<file path="config.mk">
export PLATFORM = sky130hd
export DESIGN_NAME = fsl_status_led
export DESIGN_NICKNAME = d
export VERILOG_FILES = /design/src/fsl_pkg.sv /design/src/fsl_status_led.sv
export SDC_FILE = /design/constraint.sdc
export NUM_CORES = 1
export LEC_CHECK = 0
export BUFFER_PORTS_ARGS = -buffer_cell sky130_fd_sc_hd__clkbuf_2
export CORE_MARGIN = 1
export CORE_UTILIZATION = 50
export CTS_CLUSTER_SIZE = 28
export DETAILED_ROUTE_END_ITERATION = 10
export PLACE_DENSITY = 0.75
export SETUP_SLACK_MARGIN = 0.3
export SYNTH_ARGS = -nofsm -noshare
export SYNTH_HDL_FRONTEND = slang
export SYNTH_SLANG_ARGS = --single-unit
</file>
<file path="constraint.sdc">
create_clock -name ref_clk -period 10.1 [get_ports ref_clk]
set_clock_uncertainty 0.1 [all_clocks]
set_input_delay 1.515 -clock ref_clk [delete_from_list [all_inputs] [get_ports ref_clk]]
set_output_delay 1.515 -clock ref_clk [all_outputs]
set_load 0.01 [all_outputs]
</file>
<file path="src/fsl_pkg.sv">
// Package with states, commands, timing and carrier types for the status LED.
package fsl_pkg;

   // Clock rate of ref_clk in hertz.
   localparam int unsigned CLK_HZ = 40000000;

   // Pattern timing in milliseconds, as printed or chosen.
   localparam int unsigned SHORT_MS = 150;  // Short error pulse.
   localparam int unsigned LONG_MS = 600;   // Long error pulse.
   localparam int unsigned PAUSE_MS = 2000; // Pause after four pulses.
   localparam int unsigned FLASH_MS = 200;  // Flash on/off phase.
   localparam int unsigned FRAME_MS = 1000; // Flash frame, about 1 Hz.
   localparam int unsigned BLINK_MS = 200;  // Half period at 2.5 Hz.
   localparam int unsigned FLICK_MS = 50;   // Half period at 10 Hz.

   // Cycles per millisecond at the clock rate.
   localparam int unsigned CYC_PER_MS = CLK_HZ / 1000;

   // Node state encoding.
   typedef enum logic [2:0] {
      ST_NOT_ACTIVE,
      ST_BASIC_ETH,
      ST_PREOP1,
      ST_PREOP2,
      ST_READY,
      ST_OPERATIONAL,
      ST_STOPPED
   } fsl_state_t;

   // Commands from the managing node, or local events.
   typedef enum logic [2:0] {
      CMD_NONE,
      CMD_GO_BASIC,
      CMD_GO_PREOP1,
      CMD_GO_PREOP2,
      CMD_ENABLE_READY,
      CMD_START,
      CMD_STOP,
      CMD_RESET_NODE
   } fsl_cmd_t;

   // System stop error kinds.
   typedef enum logic [1:0] {
      ERR_NONE,
      ERR_RAM,
      ERR_HW
   } fsl_err_t;

   // Command strobe with its code.
   typedef struct packed {
      logic     valid;
      fsl_cmd_t code;
   } fsl_cmd_bus_t;

   // Data path gating derived from the node state.
   typedef struct packed {
      logic txEnable;      // Transmit process data per mapping.
      logic rxEvaluate;    // Evaluate received cyclic data.
      logic rxDiscard;     // Drop received process data contents.
      logic inputProvide;  // Provide input data to the application.
   } fsl_gate_t;

   // Configuration options.
   typedef struct packed {
      logic ringRedundancy;
      logic pollChaining;
   } fsl_cfg_t;

   // Pulse lengths per error code position; bit set means long pulse.
   localparam logic [3:0] CODE_RAM = 4'h8; // S S S L, first pulse is bit 0.
   localparam logic [3:0] CODE_HW = 4'h9;  // L S S L.
   localparam logic [2:0] NUM_PULSES = 3'h4;

endpackage : fsl_pkg

</file>
<file path="src/fsl_status_led.sv">
// Node state tracker and dual-colour status/error LED sequencer.
//
// Contract
// - Controlled preop2 accepts config, readies on command.
// - Ready state shows triple flash at 1 Hz.
// - Managing node ready discards received process data.
// - Controlled ready transmits mapped data, no evaluation.
// - Red on in preop2/ready when manager failed.
// - Operational: green steady, mapping active, data evaluated.
// - Stopped: green blinks at 2.5 Hz.
// - Managing node never enters stopped.
// - Controlled stopped: no output, no input data.
// - Stopped entered and left only by command.
// - Error code is four short/long red pulses.
// - Code repeats with two-second pause while stopped.
// - Memory fault: short short short long.
// - Hardware fault: long short short long.
// - Reject ring redundancy with chaining together.
// - Green off when inactive, 10 Hz flicker basic.
// - Single flash preop1, double flash preop2.
`timescale 1ns/10ps

module fsl_status_led
   import fsl_pkg::*;
#(
   parameter int unsigned CYC_MS = CYC_PER_MS  // Cycles per millisecond.
)
(
   // Clock and reset.
   input  wire logic         ref_clk,
   input  wire logic         reset,
   // Role and node events.
   input  wire logic         isManaging,     // High when managing node.
   input  wire fsl_cmd_bus_t cmdIn,          // Command strobe.
   input  wire logic         managerFailed,  // Manager loss seen.
   input  wire fsl_err_t     sysErr,         // System stop error level.
   // Configuration request.
   input  wire logic         cfgWrite,       // Configuration write strobe.
   input  wire fsl_cfg_t     cfgIn,          // Requested options.
   output logic              cfgReject,      // Last write was refused.
   output fsl_cfg_t          cfgActive,      // Options in force.
   // Node state and data gating.
   output fsl_state_t        nodeState,
   output fsl_gate_t         dataGate,
   // LED drive, active high.
   output logic              ledGreen,
   output logic              ledRed
);

   // Converts milliseconds to cycles, at least one.
   function automatic logic [31:0] msToCyc(input int unsigned ms);
      int unsigned c;
      c = ms * CYC_MS;
      msToCyc = (c == 0) ? 32'h1 : c[31:0];
   endfunction

   // Node state machine registers.
   fsl_state_t stateReg, stateNext;
   // Configuration registers.
   fsl_cfg_t   cfgReg;
   logic       rejReg;
   // Green pattern timer: phase counter and tick counter.
   logic [31:0] gTickReg;
   logic [3:0]  gPhaseReg;
   // Red error sequencer.
   logic [31:0] rTickReg;
   logic [3:0]  rStepReg;   // Even steps are pulses, odd are gaps.
   logic        rOnReg;
   logic        greenReg;

   // Command decode.
   wire logic     cmdV = cmdIn.valid;
   wire fsl_cmd_t cmd = cmdIn.code;

   // Next-state decode; stopped only via its commands.
   always_comb
   begin
      stateNext = stateReg;
      if (cmdV)
      begin
         case (cmd)
            CMD_RESET_NODE:   stateNext = ST_NOT_ACTIVE;
            CMD_GO_BASIC:
               // A basic Ethernet node is left only by reset when managing.
               if (stateReg == ST_NOT_ACTIVE)
                  stateNext = ST_BASIC_ETH;
            CMD_GO_PREOP1:
               if (stateReg != ST_STOPPED &&
                   !(isManaging && stateReg == ST_BASIC_ETH))
                  stateNext = ST_PREOP1;
            CMD_GO_PREOP2:
               if (stateReg == ST_PREOP1)
                  stateNext = ST_PREOP2;
            CMD_ENABLE_READY:
               if (stateReg == ST_PREOP2)
                  stateNext = ST_READY;
            CMD_START:
               if (stateReg == ST_READY)
                  stateNext = ST_OPERATIONAL;
            CMD_STOP:
               // The managing node has no stopped state.
               if (!isManaging && (stateReg == ST_PREOP2 ||
                   stateReg == ST_READY || stateReg == ST_OPERATIONAL))
                  stateNext = ST_STOPPED;
            default:
               stateNext = stateReg;
         endcase
         // Leaving stopped also needs an explicit command back.
         if (stateReg == ST_STOPPED && cmd == CMD_GO_PREOP2)
            stateNext = ST_PREOP2;
      end
   end

   // State register.
   always_ff @(posedge ref_clk)
   begin
      if (reset)
         stateReg <= ST_NOT_ACTIVE;
      else
         stateReg <= stateNext;
   end

   // Configuration update; the combined option is refused whole.
   wire logic cfgBad = cfgIn.ringRedundancy & cfgIn.pollChaining;
   always_ff @(posedge ref_clk)
   begin
      if (reset)
      begin
         cfgReg <= '0;
         rejReg <= 1'b0;
      end
      else if (cfgWrite)
      begin
         rejReg <= cfgBad;
         if (!cfgBad)
            cfgReg <= cfgIn;
      end
   end

   // Data gating from state and role.
   wire logic inReady = (stateReg == ST_READY);
   wire logic inOper = (stateReg == ST_OPERATIONAL);
   wire logic inStop = (stateReg == ST_STOPPED);
   // One driver for the whole carrier, so no field is written twice.
   // Mapping is active in operational for both roles, and in ready only
   // for a controlled node; a stopped node never moves process data.
   assign dataGate = '{
      txEnable:     inOper || (inReady && !isManaging),
      rxEvaluate:   inOper,
      rxDiscard:    (isManaging && inReady) || inStop,
      inputProvide: inOper
   };

   // Green pattern: flashes use phases of FLASH_MS within a FRAME_MS frame.
   // Phases 0, 2, 4 on up to the flash count, odd phases off, then dark to the frame end.
   wire logic [31:0] flashLen = msToCyc(FLASH_MS);
   wire logic [31:0] darkLen =
      msToCyc(FRAME_MS - 5 * FLASH_MS);
   wire logic [3:0] nFlash =
      (stateReg == ST_PREOP1) ? 4'h1 :
      (stateReg == ST_PREOP2) ? 4'h2 : 4'h3;
   wire logic [3:0] lastPhase = 4'h6;
   wire logic [31:0] gLen =
      (stateReg == ST_STOPPED) ? msToCyc(BLINK_MS) :
      (stateReg == ST_BASIC_ETH) ? msToCyc(FLICK_MS) :
      (gPhaseReg == 4'h5) ? darkLen : flashLen;
   wire logic gWrap = (gTickReg + 32'h1 >= gLen);
   wire logic flashing = (stateReg == ST_PREOP1) ||
                         (stateReg == ST_PREOP2) || inReady;
   wire logic flashOn = !gPhaseReg[0] && (gPhaseReg < {nFlash[2:0], 1'b0});
   wire logic toggler = (stateReg == ST_STOPPED) ||
                        (stateReg == ST_BASIC_ETH);

   // Green timer; restarts on any state change so patterns begin cleanly.
   always_ff @(posedge ref_clk)
   begin
      if (reset || stateNext != stateReg)
      begin
         gTickReg <= 32'h0;
         gPhaseReg <= 4'h0;
         greenReg <= 1'b0;
      end
      else
      begin
         gTickReg <= gWrap ? 32'h0 : gTickReg + 32'h1;
         if (gWrap)
         begin
            gPhaseReg <= (toggler || gPhaseReg == lastPhase - 4'h1) ?
                         4'h0 : gPhaseReg + 4'h1;
            greenReg <= toggler ? !greenReg : 1'b0;
         end
      end
   end

   // Green output selection per state.
   assign ledGreen = inOper ? 1'b1 :
                     flashing ? flashOn :
                     toggler ? !greenReg : 1'b0;

   // Red error sequencer: steps 0,2,4,6 pulses, 1,3,5 gaps, 7 pause.
   wire logic [3:0] code = (sysErr == ERR_HW) ? CODE_HW : CODE_RAM;
   wire logic [1:0] pIdx = rStepReg[2:1];
   wire logic isPulse = !rStepReg[0];
   wire logic isPause = (rStepReg == {NUM_PULSES, 1'b0} - 4'h1);
   wire logic [31:0] rLen =
      isPause ? msToCyc(PAUSE_MS) :
      !isPulse ? msToCyc(SHORT_MS) :
      code[pIdx] ? msToCyc(LONG_MS) : msToCyc(SHORT_MS);
   wire logic rWrap = (rTickReg + 32'h1 >= rLen);
   wire logic errOn = (sysErr != ERR_NONE);

   // Error sequence timer, held at the first pulse while no error.
   always_ff @(posedge ref_clk)
   begin
      if (reset || !errOn)
      begin
         rTickReg <= 32'h0;
         rStepReg <= 4'h0;
      end
      else
      begin
         rTickReg <= rWrap ? 32'h0 : rTickReg + 32'h1;
         if (rWrap)
            rStepReg <= isPause ? 4'h0 : rStepReg + 4'h1;
      end
   end

   // Red drive; the error code overrides the manager-failed indication.
   wire logic mgrLost = !isManaging && managerFailed &&
                        (stateReg == ST_PREOP2 || inReady);
   always_ff @(posedge ref_clk)
   begin
      if (reset)
         rOnReg <= 1'b0;
      else
         rOnReg <= errOn ? (isPulse && !isPause) : mgrLost;
   end
   assign ledRed = rOnReg;

   // Status outputs.
   assign nodeState = stateReg;
   assign cfgActive = cfgReg;
   assign cfgReject = rejReg;

endmodule // fsl_status_led

</file>
==> flow_summary.yaml, run 1 <==
setup_path:
  critical_path.endpoint_type: "flop"
  worst_ep_arrival_time_ns: 4.66
  worstPathCellList: "nand2b_1 > or2_2 > and2_0 > nor2b_1 > ha_1 > or3b_2 > o31a_1 > o211a_1 > o211ai_1 > nand3_2 > o21ba_1"
  cp-start-kind: "flop"
  critical_path.slowest_cell: "sky130_fd_sc_hd__dfxtp_1"
  required_ns: 10.30
  rr_endpoint: "gTickReg[14]"
  cpPeakStageDelay_ns: 0.62
  critical_path.max_fanout: 22
  reg2reg_slack_ns: 5.64
  worst-setup-path-type: "flop to flop"
  reg2reg_depth: 11
  reg2reg_from: "nodeState[0]"
logic_synthesis:
  biggest_area_consumer_among_synthesized_cells: "sky130_fd_sc_hd__dfxtp_1"
  synth_cell_types: 74
  register_bit_total_from_synthesis: 80
  cell_with_the_most_instances_after_synthesis: "sky130_fd_sc_hd__dfxtp_1"
  synth_area_leaders: "sky130_fd_sc_hd__dfxtp_1 (32%), sky130_fd_sc_hd__ha_1 (8.8%), sky130_fd_sc_hd__xnor2_1 (6.1%), sky130_fd_sc_hd__nor2_1 (3.7%), sky130_fd_sc_hd__xor2_1 (3.5%)"
  synth_enable_flop_cells: 0
  synth_top_area_share_pct: 32.0
  ys.flop_type: "sky130_fd_sc_hd__dfxtp_1"
  synthesis.instances: 577
  mappedNetlistArea_um2: 5000
  syn_avg_cell_area_um2: 8.67
  proportion_of_register_bits_with_asynchronous_set_or_reset_after_synthesis_pct: 0
  synth_commonest_cells: "sky130_fd_sc_hd__dfxtp_1 (80), sky130_fd_sc_hd__nor2_1 (49), sky130_fd_sc_hd__nand2_1 (37)"
  ys.warnings.count: 0
  sequential_element_share_of_the_synthesized_area_pct: 32.0
flow_run:
  max_cap_violations: 0
drt:
  final_antenna_net_count: 0
  drt-pass1-iter-count: 5
  route.detailed.drc: 0
  viasPerCell: 5.59
  wl_per_cell_um: 13.8
  totalWireLength_mm: 10.3
  route.vias.total: 4162
  drt_iter0_drc: 172
sta:
  clock.fmax_mhz: 224
  timing.max_slew.rel_slack_pct: 54.3
  setup_violations: 0
  report.final.slew_viol_count: 0
  period_share_pct: 44.2
  grt_setup_unrepaired: "false"
  fin_crit_ns: 4.46
  max_slew.worst_pin.slew_ns: 0.682
  finalSetupTns_ns: 0
  timing.final.hold_violations: 0
die:
  fp.dieH_um: 102
  std_cell_rows: 36
  fp.coreArea_um2: 9730
  die_w_um: 102
  starting_density_of_the_core_pct: 51.4
  count_of_boundary_i_o_pins: 25
  fp.dieArea_um2: 10400
global_route:
  grt_start_max_net_pins: 28
  grt_antenna_before_repair: 0
  via_count_of_the_first_global_routing_pass: 3899
  globalRouteMet2Util_pct: 34.5
  globalRoute.busiestLayer: "met2"
  globalRoute.totalOverflow: 0
  grt_usage_pct: 20.8
  grt.met3_usage_pct: 4.17
  wire_length_of_the_first_global_routing_pass_mm: 17.4
  gr-usage-met1_pct: 27.2
final_layout:
  finalNetCount: 655
  final_area_um2: 5420
  fraction_of_layout_cells_with_a_size_suffix_above_1_pct: 13.3
  syn2layout_area_growth_pct: 8.30
  fill_cells: 910
  diodes: 0
pwr:
  irDropWorstVdd_uv: 79.1
  internal_pwr_total_mw: 0.451
  combPwrFrac_pct: 7.0
  power_density_nw_per_um2: 111
  share_seq_of_total_power_pct: 54.6
  clock_power_share_pct: 38.4
  switching_share_pct: 25.0
  power_switching_mw: 0.150
  cellLeakagePower_nw: 2.21
cts:
  worst_skew_late_latency_ns: 0.36
  clock_tree.root_cell: "sky130_fd_sc_hd__clkbuf_8"
  cts_made_buffers: 9
  cts_hold_buffers: 0
  clkSinkCount: 80
  cts_max_level: 3
  cts.repair.resized: 0
  cts_tree: "done"
  cts.repair_timing.setup_buffer_count: 0
  clk_path_buf_depth: 2
  cts.clk_slew.worst_paths_ns: 0.08
min_path:
  worst_hold_startpoint: "cfgReject"
  hold_depth: 2
  worst_hold_class: "flop to flop"
  timing.hold.worst_endpoint: "cfgReject"
placed_design:
  gp_congestion: 0.888
  port-buffer-count: 24
  dpl_cell_area_um2: 5230
  hpwlAfterDp_mm: 7.67
outcome:
  result_of_the_run: "finished clean"
==> worst max path at each step <==
stage | startpoint | endpoint | slack (ns)
after floorplan | sysErr[0] | rTickReg[22] | 6.21
after global placement | sysErr[0] | rTickReg[10] | 5.62
after detailed placement | sysErr[0] | rTickReg[5] | 5.55
after CTS | nodeState[0] | gTickReg[14] | 5.71
after global routing | nodeState[0] | gTickReg[14] | 5.41
final | nodeState[0] | gTickReg[14] | 5.64
==> per-stage QoR <==
stage | setup WS [ns] | hold slack [ns] | util, % | std cells | power [mW]
2_1_floorplan | 6.21 | 0.342 | - | 590 | 0.364
3_3_place_gp | 5.62 | 0.357 | 53.8 | 729 | 0.375
3_5_place_dp | 5.55 | 0.362 | 53.8 | 729 | 0.377
4_1_cts | 5.71 | 0.376 | 55.7 | 744 | 0.606
5_1_grt | 5.41 | 0.390 | 55.7 | 744 | 0.628
6_report | 5.64 | 0.377 | 55.7 | 744 | 0.601
==> layout make-up <==
cell class                      instances  area (um2)  area share, %
Sequential cell                        80        1600           29.6
Tap cell                              133         166           3.07
Timing Repair Buffer                   25         128           2.36
Inverter                               17        63.8           1.18
Clock buffer                            9         124           2.29
Clock inverter                          6        61.3           1.13
Multi-Input combinational cell        474        3270           60.4
==> flip-flops by register name, indices dropped and copies added, names as in the netlist <==
name and flops:
gPhaseReg 4, gTickReg 32, cfgReject 1, greenReg 1, rStepReg 4, rTickReg 32, ledRed 1, nodeState 3
cfgActive 2
==> placed cells by master, fill, tap and decap left out, drive strengths merged, types with 20 or more instances in the layout <==
master	n
nand3	33
xnor2	35
nand4	25
o21ai	22
clkbuf	33
nand2	37
a21oi	28
nor2b	33
dfxtp	80
nor2	56
ha	35
xor2	20
==> worst max-delay path, delay by kind of cell (launching register included) <==
| kind | cells | cell delay, ns |
|---|---|---|
| and+or+nand+nor | 6 | 1.95 |
| adders and majority gates | 1 | 0.27 |
| AOI/OAI and AO/OA | 4 | 1.47 |
| DFF | 1 | 0.62 |
==> power groups by stage <==
stage,Sequential [mW],Clock [mW],Combinational [mW]
2_1_floorplan,0.334,0,0.0294
3_3_place_gp,0.335,0,0.0392
4_1_cts,0.328,0.236,0.0418
6_report,0.329,0.231,0.0421
3_5_place_dp,0.336,0,0.0410
5_1_grt,0.330,0.250,0.0479
==> cells by family after synthesis <==
family	after synthesis	synth area share [%]
AO/OA/AOI/OAI	96	12.7
buffers and inverters	36	3.53
adder cells (fa/ha/maj)	35	8.75
flip-flops	80	32.0
AND/OR/NAND/NOR	267	31.9
other	1	0.0750
multiplexers	7	1.45
XOR/XNOR	55	9.63
==> routing by layer <==
metal,routed length [um],up-vias
met5,0,-
met4,161,0
met3,341,17
met2,4850,84
met1,4900,1952
li1,-,2109
No activity file was read; power rests on OpenSTA's default activity.
==> run 2, diff against run 1 <==
--- a/config.mk
+++ b/config.mk
@@ -5,12 +5,13 @@
 export SDC_FILE = /design/constraint.sdc
 export NUM_CORES = 1
 export LEC_CHECK = 0
+export ABC_AREA = 1
 export BUFFER_PORTS_ARGS = -buffer_cell sky130_fd_sc_hd__clkbuf_2
 export CORE_MARGIN = 1
 export CORE_UTILIZATION = 50
 export CTS_CLUSTER_SIZE = 28
 export DETAILED_ROUTE_END_ITERATION = 10
-export PLACE_DENSITY = 0.75
+export PLACE_DENSITY = 0.77
 export SETUP_SLACK_MARGIN = 0.3
 export SYNTH_ARGS = -nofsm -noshare
 export SYNTH_HDL_FRONTEND = slang
==> constraint.sdc (replaced) <==
create_clock -name ref_clk -period 3.8 [get_ports ref_clk]
set_clock_uncertainty 0.1 [all_clocks]
set_input_delay 0.57 -clock ref_clk [delete_from_list [all_inputs] [get_ports ref_clk]]
set_output_delay 0.57 -clock ref_clk [all_outputs]
set_load 0.01 [all_outputs]
==> flow_summary.yaml, run 2 <==
outcome:
  result_of_the_run: "finished clean"
sta:
  timing.max_slew.rel_slack_pct: 56.3
  report.final.slew_viol_count: 0
  max_slew.worst_pin.slew_ns: 0.652
  setup_violations: 0
  setup_slack_of_the_critical_path_after_layout_ns: 0.511
  finalSetupTns_ns: 0
  grt_setup_unrepaired: "true"
  timing.final.hold_violations: 0
  fin_crit_ns: 3.29
  period_share_pct: 86.6
  clock.fmax_mhz: 304
die:
  fp.coreArea_um2: 10900
  std_cell_rows: 38
  fp.dieArea_um2: 11800
  die_w_um: 108
  count_of_boundary_i_o_pins: 25
  starting_density_of_the_core_pct: 51.9
  fp.dieH_um: 108
cts:
  clock_tree.root_cell: "sky130_fd_sc_hd__clkbuf_16"
  cts.clk_slew.worst_paths_ns: 0.06
  clk_path_buf_depth: 2
  clkSinkCount: 80
  cts_made_buffers: 9
  cts_tree: "done"
  cts_max_level: 3
  cts_hold_buffers: 0
  worst_skew_late_latency_ns: 0.34
placed_design:
  port-buffer-count: 24
  preCtsSetupSlack_ns: 0.380
  gp_congestion: 0.920
  dpl_cell_area_um2: 5960
  hpwlAfterDp_mm: 9.43
logic_synthesis:
  synth_top_area_share_pct: 28.2
  biggest_area_consumer_among_synthesized_cells: "sky130_fd_sc_hd__dfxtp_1"
  syn_avg_cell_area_um2: 6.88
  synth_enable_flop_cells: 0
  synth_area_leaders: "sky130_fd_sc_hd__dfxtp_1 (28%), sky130_fd_sc_hd__nand2_1 (11%), sky130_fd_sc_hd__inv_1 (7.9%), sky130_fd_sc_hd__ha_1 (7.7%), sky130_fd_sc_hd__nor2_1 (7.5%)"
  ys.flop_type: "sky130_fd_sc_hd__dfxtp_1"
  proportion_of_register_bits_with_asynchronous_set_or_reset_after_synthesis_pct: 0
  synth_commonest_cells: "sky130_fd_sc_hd__nand2_1 (172), sky130_fd_sc_hd__inv_1 (120), sky130_fd_sc_hd__nor2_1 (114)"
  ys.warnings.count: 0
  mappedNetlistArea_um2: 5670
  synth_cell_types: 43
  sequential_element_share_of_the_synthesized_area_pct: 28.2
  register_bit_total_from_synthesis: 80
  cell_with_the_most_instances_after_synthesis: "sky130_fd_sc_hd__nand2_1"
  synthesis.instances: 824
drt:
  route.detailed.drc: 0
  viasPerCell: 5.11
  totalWireLength_mm: 12.3
  wl_per_cell_um: 12.1
  drt_iter0_drc: 223
  final_antenna_net_count: 0
  drt-pass1-iter-count: 6
  route.vias.total: 5165
setup_path:
  worst-setup-path-type: "flop to flop"
  cpPeakStageDelay_ns: 0.41
  critical_path.max_fanout: 23
  required_ns: 3.97
  critical_path.slowest_cell: "sky130_fd_sc_hd__dfxtp_2"
  critical_path.endpoint_type: "flop"
  cp_common_cell: "sky130_fd_sc_hd__nand2_2"
  worst_ep_arrival_time_ns: 3.46
  worstPathCellList: "ha_4 > nand2_2 > nor2_2 > nand2_2 > nor2_4 > nand2_4 > nor2_4 > xnor2_2 > inv_1 > ha_1 > nand2_1 > inv_1 > a221o_1 > nor2_1 > nand2_1 > nor2_2 > nand3_2 > nand2_2 > nand3_4 > buf_12 > a21oi_1"
  cp-start-kind: "flop"
final_layout:
  final_area_um2: 6360
  fraction_of_layout_cells_with_a_size_suffix_above_1_pct: 15.4
  finalNetCount: 914
  commonest_cells_after_routing_fill_and_taps_aside: "sky130_fd_sc_hd__nand2_1 (171), sky130_fd_sc_hd__inv_1 (120), sky130_fd_sc_hd__nor2_1 (113), sky130_fd_sc_hd__dfxtp_1 (75), sky130_fd_sc_hd__nand3_1 (58)"
  diodes: 0
  layout_commonest_cell: "sky130_fd_sc_hd__nand2_1"
  syn2layout_area_growth_pct: 12.2
  biggestRegsByFlops: "gTickReg (32), rTickReg (32)"
pwr:
  power_density_nw_per_um2: 311
  cellLeakagePower_nw: 2.72
  irDropWorstVdd_uv: 204
  finalPower_mw: 1.98
global_route:
  grt_usage_pct: 22.4
  grt_start_max_net_pins: 28
  wire_length_of_the_first_global_routing_pass_mm: 21.0
  via_count_of_the_first_global_routing_pass: 4763
  globalRoute.totalOverflow: 0
  grt_antenna_before_repair: 0
flow_run:
  max_cap_violations: 0
min_path:
  worst_hold_class: "flop to flop"
[run 2: cell types whose count changed in the layout (fill, tap and decap cells not counted), sizes merged, moves of 10 or more]
cell,delta
and3,-10
and4,-10
inv,+106
nand2,+144
nand3,+34
nor2,+106
nor2b,-33
xnor2,-26
xor2,+16
[run 2: layout make-up]
type / count / area (um2)
Tap cell: 140 / 175
Sequential cell: 80 / 1610
Multi-Input combinational cell: 625 / 3630
Clock buffer: 9 / 225
Timing Repair Buffer: 26 / 148
Fill cell: 1028 / 4570
Inverter: 124 / 465
Clock inverter: 7 / 110
[run 2: path summary, 6_finish.rpt]
path	depth (start not counted)	slack, ns	end	from
worst max-delay path	21	0.51	gTickReg[14]	gTickReg[0]
worst min register to register	2	0.38	cfgActive[0]	cfgActive[0]
worst max register to register	21	0.51	gTickReg[14]	gTickReg[0]
worst min-delay path	2	0.38	cfgActive[0]	cfgActive[0]
[run 2: critical path: cells and delay by family (launching register included)]
kind | cells | cell delay, ns
buffers and inverters | 3 | 0.33
xor gates and xnor gates | 1 | 0.16
adders and majority gates | 2 | 0.47
AOI/OAI and AO/OA | 2 | 0.44
DFF | 1 | 0.41
and+or+nand+nor | 13 | 1.29
[run 2: per-stage QoR]
step           utilization (%)  instances  hold WS, ns
2_1_floorplan                -        837        0.345
3_3_place_gp              54.5        994        0.359
3_5_place_dp              54.5        994        0.374
4_1_cts                   57.6       1010        0.378
5_1_grt                   58.2       1011        0.399
6_report                  58.2       1011        0.380
[run 2: cells by family (layout without fill, tap and decap cells)]
group           Yosys count  in the layout  synth area share, %
xor+xnor                 45             45                 7.08
fa+ha+maj                35             35                 7.72
flops                    80             80                 28.2
simple gates            475            476                 41.7
compound gates           55             55                 5.49
buf+inv                 133            166                 9.66
other cells               1             14               0.0661
[run 2: metal layers]
metal / vias up / part of all wire, % / global-route usage [%]
li1: 2695 / - / -
met1: 2310 / 48 / 29.8
met3: 30 / 4.5 / 2.47
met4: 0 / 3.1 / 10.7
met5: - / 0 / 0
met2: 130 / 45 / 35.9
[run 2: where the power goes]
group | internal (mW) | switching [mW]
clock network | 0.637 | 0.348
registers | 0.856 | 0.0189
logic | 0.0447 | 0.0714
total | 1.54 | 0.438
[run 2: timing repair]
item                                   CTS  global route
endpoints found under the hold margin    0             0
setup endpoints to repair                0            56
buffers inserted                         0             0
resized for setup                        0            14
==> run 3, diff against run 2 <==
--- a/config.mk
+++ b/config.mk
@@ -12,6 +12,7 @@
 export CTS_CLUSTER_SIZE = 28
 export DETAILED_ROUTE_END_ITERATION = 10
 export PLACE_DENSITY = 0.77
+export REMOVE_ABC_BUFFERS = 1
 export SETUP_SLACK_MARGIN = 0.3
 export SYNTH_ARGS = -nofsm -noshare
 export SYNTH_HDL_FRONTEND = slang
==> flow_summary.yaml, run 3 (synthesized netlist as in run 2, its figures left out) <==
sta:
  finalSetupTns_ns: 0
  grt_setup_unrepaired: "false"
  clock.fmax_mhz: 305
  timing.max_slew.rel_slack_pct: 29.8
  period_share_pct: 86.2
  max_slew.worst_pin.slew_ns: 1.05
  setup_violations: 0
  report.final.slew_viol_count: 0
  timing.final.hold_violations: 0
  fin_crit_ns: 3.27
drt:
  route.vias.total: 5281
  totalWireLength_mm: 13.1
  final_antenna_net_count: 0
  route.detailed.drc: 0
  wl_per_cell_um: 12.8
  viasPerCell: 5.16
  drt-pass1-iter-count: 5
  drt_iter0_drc: 361
global_route:
  wire_length_of_the_first_global_routing_pass_mm: 21.1
  via_count_of_the_first_global_routing_pass: 4749
  globalRoute.totalOverflow: 0
  grt_usage_pct: 22.6
  grt_antenna_before_repair: 0
  grt_start_max_net_pins: 28
setup_path:
  cp-start-kind: "flop"
  cpPeakStageDelay_ns: 0.40
  reg2reg_from: "gTickReg[0]"
  worstPathCellList: "ha_4 > nand2_2 > nor2_2 > nand2_2 > nor2_4 > nand2_4 > nor2_4 > xnor2_2 > inv_1 > ha_1 > nand2_1 > inv_1 > a221o_1 > nor2_1 > nand2_1 > nor2_2 > nand3_2 > nand2_4 > nand3_4 > buf_16 > nor2_1"
  crit_path_buffers_inverters: 3
  critical_path.endpoint_type: "flop"
  critical_path.max_fanout: 12
  worst_ep_arrival_time_ns: 3.45
  critical_path.slowest_cell: "sky130_fd_sc_hd__dfxtp_4"
  crit_family: "simple AND/OR/NAND/NOR gates"
  required_ns: 3.98
  worst-setup-path-type: "flop to flop"
  startpoint: "gTickReg[0]"
final_layout:
  biggestRegsByFlops: "gTickReg (32), rTickReg (32)"
  area_occupied_by_multi_input_gates_um2: 3670
  ff_latch_area_um2: 1610
  diodes: 0
  syn2layout_area_growth_pct: 14.8
  layout_commonest_cell: "sky130_fd_sc_hd__nand2_1"
  fraction_of_layout_cells_with_a_size_suffix_above_1_pct: 16.8
  finalNetCount: 926
  fill_cells: 997
  finalCoreUtilization_pct: 59.5
  commonest_cells_after_routing_fill_and_taps_aside: "sky130_fd_sc_hd__nand2_1 (172), sky130_fd_sc_hd__inv_1 (120), sky130_fd_sc_hd__nor2_1 (112), sky130_fd_sc_hd__dfxtp_1 (73), sky130_fd_sc_hd__nand3_1 (58)"
die:
  std_cell_rows: 38
  starting_density_of_the_core_pct: 51.9
  die_w_um: 108
  fp.dieArea_um2: 11800
  fp.coreArea_um2: 10900
  fp.dieH_um: 108
  count_of_boundary_i_o_pins: 25
placed_design:
  port-buffer-count: 24
  hpwlAfterDp_mm: 9.38
  gp_congestion: 0.886
cts:
  worst_skew_late_latency_ns: 0.35
  cts_tree: "done"
  clock_tree.root_cell: "sky130_fd_sc_hd__clkbuf_16"
  clkSinkCount: 80
  cts_hold_buffers: 0
  clk_path_buf_depth: 2
  cts_made_buffers: 9
  cts.clk_slew.worst_paths_ns: 0.06
  cts_max_level: 3
pwr:
  clock_power_share_pct: 48.5
  share_seq_of_total_power_pct: 45.3
  power_switching_mw: 0.454
  finalPower_mw: 1.93
  cellLeakagePower_nw: 2.81
  internal_pwr_total_mw: 1.48
  switching_share_pct: 23.5
  combPwrFrac_pct: 6.3
  power_density_nw_per_um2: 297
  irDropWorstVdd_uv: 255
flow_run:
  max_cap_violations: 0
min_path:
  worst_hold_startpoint: "rTickReg[0]"
  worst_hold_class: "flop to flop"
outcome:
  result_of_the_run: "finished clean"
run 3: cell count changes in the layout (fill, tap and decap cells not counted), sizes merged:
cell and delta:
buf +9, nand3 +2, clkinv -1, clkbuf +1, inv +1, clkinvlp +1
bufinv -1
run 3: worst paths after layout:
check                     end  slack, ns  cells after the start
setup / recovery  gTickReg[0]       0.53                     21
hold / removal    rTickReg[0]       0.35                      1
setup reg to reg  gTickReg[0]       0.53                     21
hold reg to reg   rTickReg[0]       0.35                      1
run 3: cell type report:
cell class | instances | share of cell area [%]
repair buffers | 36 | 4.00
inverters | 124 | 7.15
multi-input cells | 627 | 56.5
clock inverters | 7 | 1.46
flip-flops and latches | 80 | 24.8
well taps | 140 | 2.69
clock buffers | 9 | 3.46
run 3: through the flow:
| step | instance area (um2) | hold slack, ns | setup WS, ns | std cells |
|---|---|---|---|---|
| after floorplan | 5640 | 0.345 | 0.383 | 828 |
| after global placement | 5960 | 0.360 | 0.427 | 994 |
| after detailed placement | 5960 | 0.370 | 0.358 | 994 |
| after CTS | 6280 | 0.379 | 0.307 | 1010 |
| after global routing | 6510 | 0.379 | 0.242 | 1023 |
| final | 6510 | 0.351 | 0.526 | 1023 |
run 3: layer usage:
| layer | global-route usage [%] | up-vias | wire length, um |
|---|---|---|---|
| met3 | 4.58 | 26 | 818 |
| met4 | 7.63 | 0 | 268 |
| met1 | 30.6 | 2372 | 6060 |
| li1 | - | 2711 | - |
| met2 | 35.5 | 172 | 5970 |
| met5 | 0 | - | 0 |
run 3: power by group through the flow:
stage / Sequential (mW) / Clock, mW / Combinational (mW)
final: 0.874 / 0.936 / 0.121
after global routing: 0.877 / 0.988 / 0.141
after CTS: 0.875 / 0.947 / 0.116
after detailed placement: 0.894 / 0 / 0.115
after global placement: 0.893 / 0 / 0.113
after floorplan: 0.890 / 0 / 0.0804
run 3: timing repair:
| item | 4_1_cts | 5_1_grt |
|---|---|---|
| endpoints found under the setup margin | 0 | 58 |
| buffers inserted | 0 | 9 |
| gates resized for setup | 0 | 22 |
run 3: worst register-to-register path, cell delays in order, from the launching register on:
cell	delay, ns
sky130_fd_sc_hd__dfxtp_4	0.40
sky130_fd_sc_hd__ha_4	0.16
sky130_fd_sc_hd__nand2_2	0.05
sky130_fd_sc_hd__nor2_2	0.10
sky130_fd_sc_hd__nand2_2	0.08
sky130_fd_sc_hd__nor2_4	0.17
sky130_fd_sc_hd__nand2_4	0.10
sky130_fd_sc_hd__nor2_4	0.17
sky130_fd_sc_hd__xnor2_2	0.16
sky130_fd_sc_hd__inv_1	0.08
sky130_fd_sc_hd__ha_1	0.29
sky130_fd_sc_hd__nand2_1	0.06
sky130_fd_sc_hd__inv_1	0.04
sky130_fd_sc_hd__a221o_1	0.30
sky130_fd_sc_hd__nor2_1	0.09
sky130_fd_sc_hd__nand2_1	0.07
sky130_fd_sc_hd__nor2_2	0.12
sky130_fd_sc_hd__nand3_2	0.09
sky130_fd_sc_hd__nand2_4	0.11
sky130_fd_sc_hd__nand3_4	0.12
sky130_fd_sc_hd__buf_16	0.20
sky130_fd_sc_hd__nor2_1	0.11
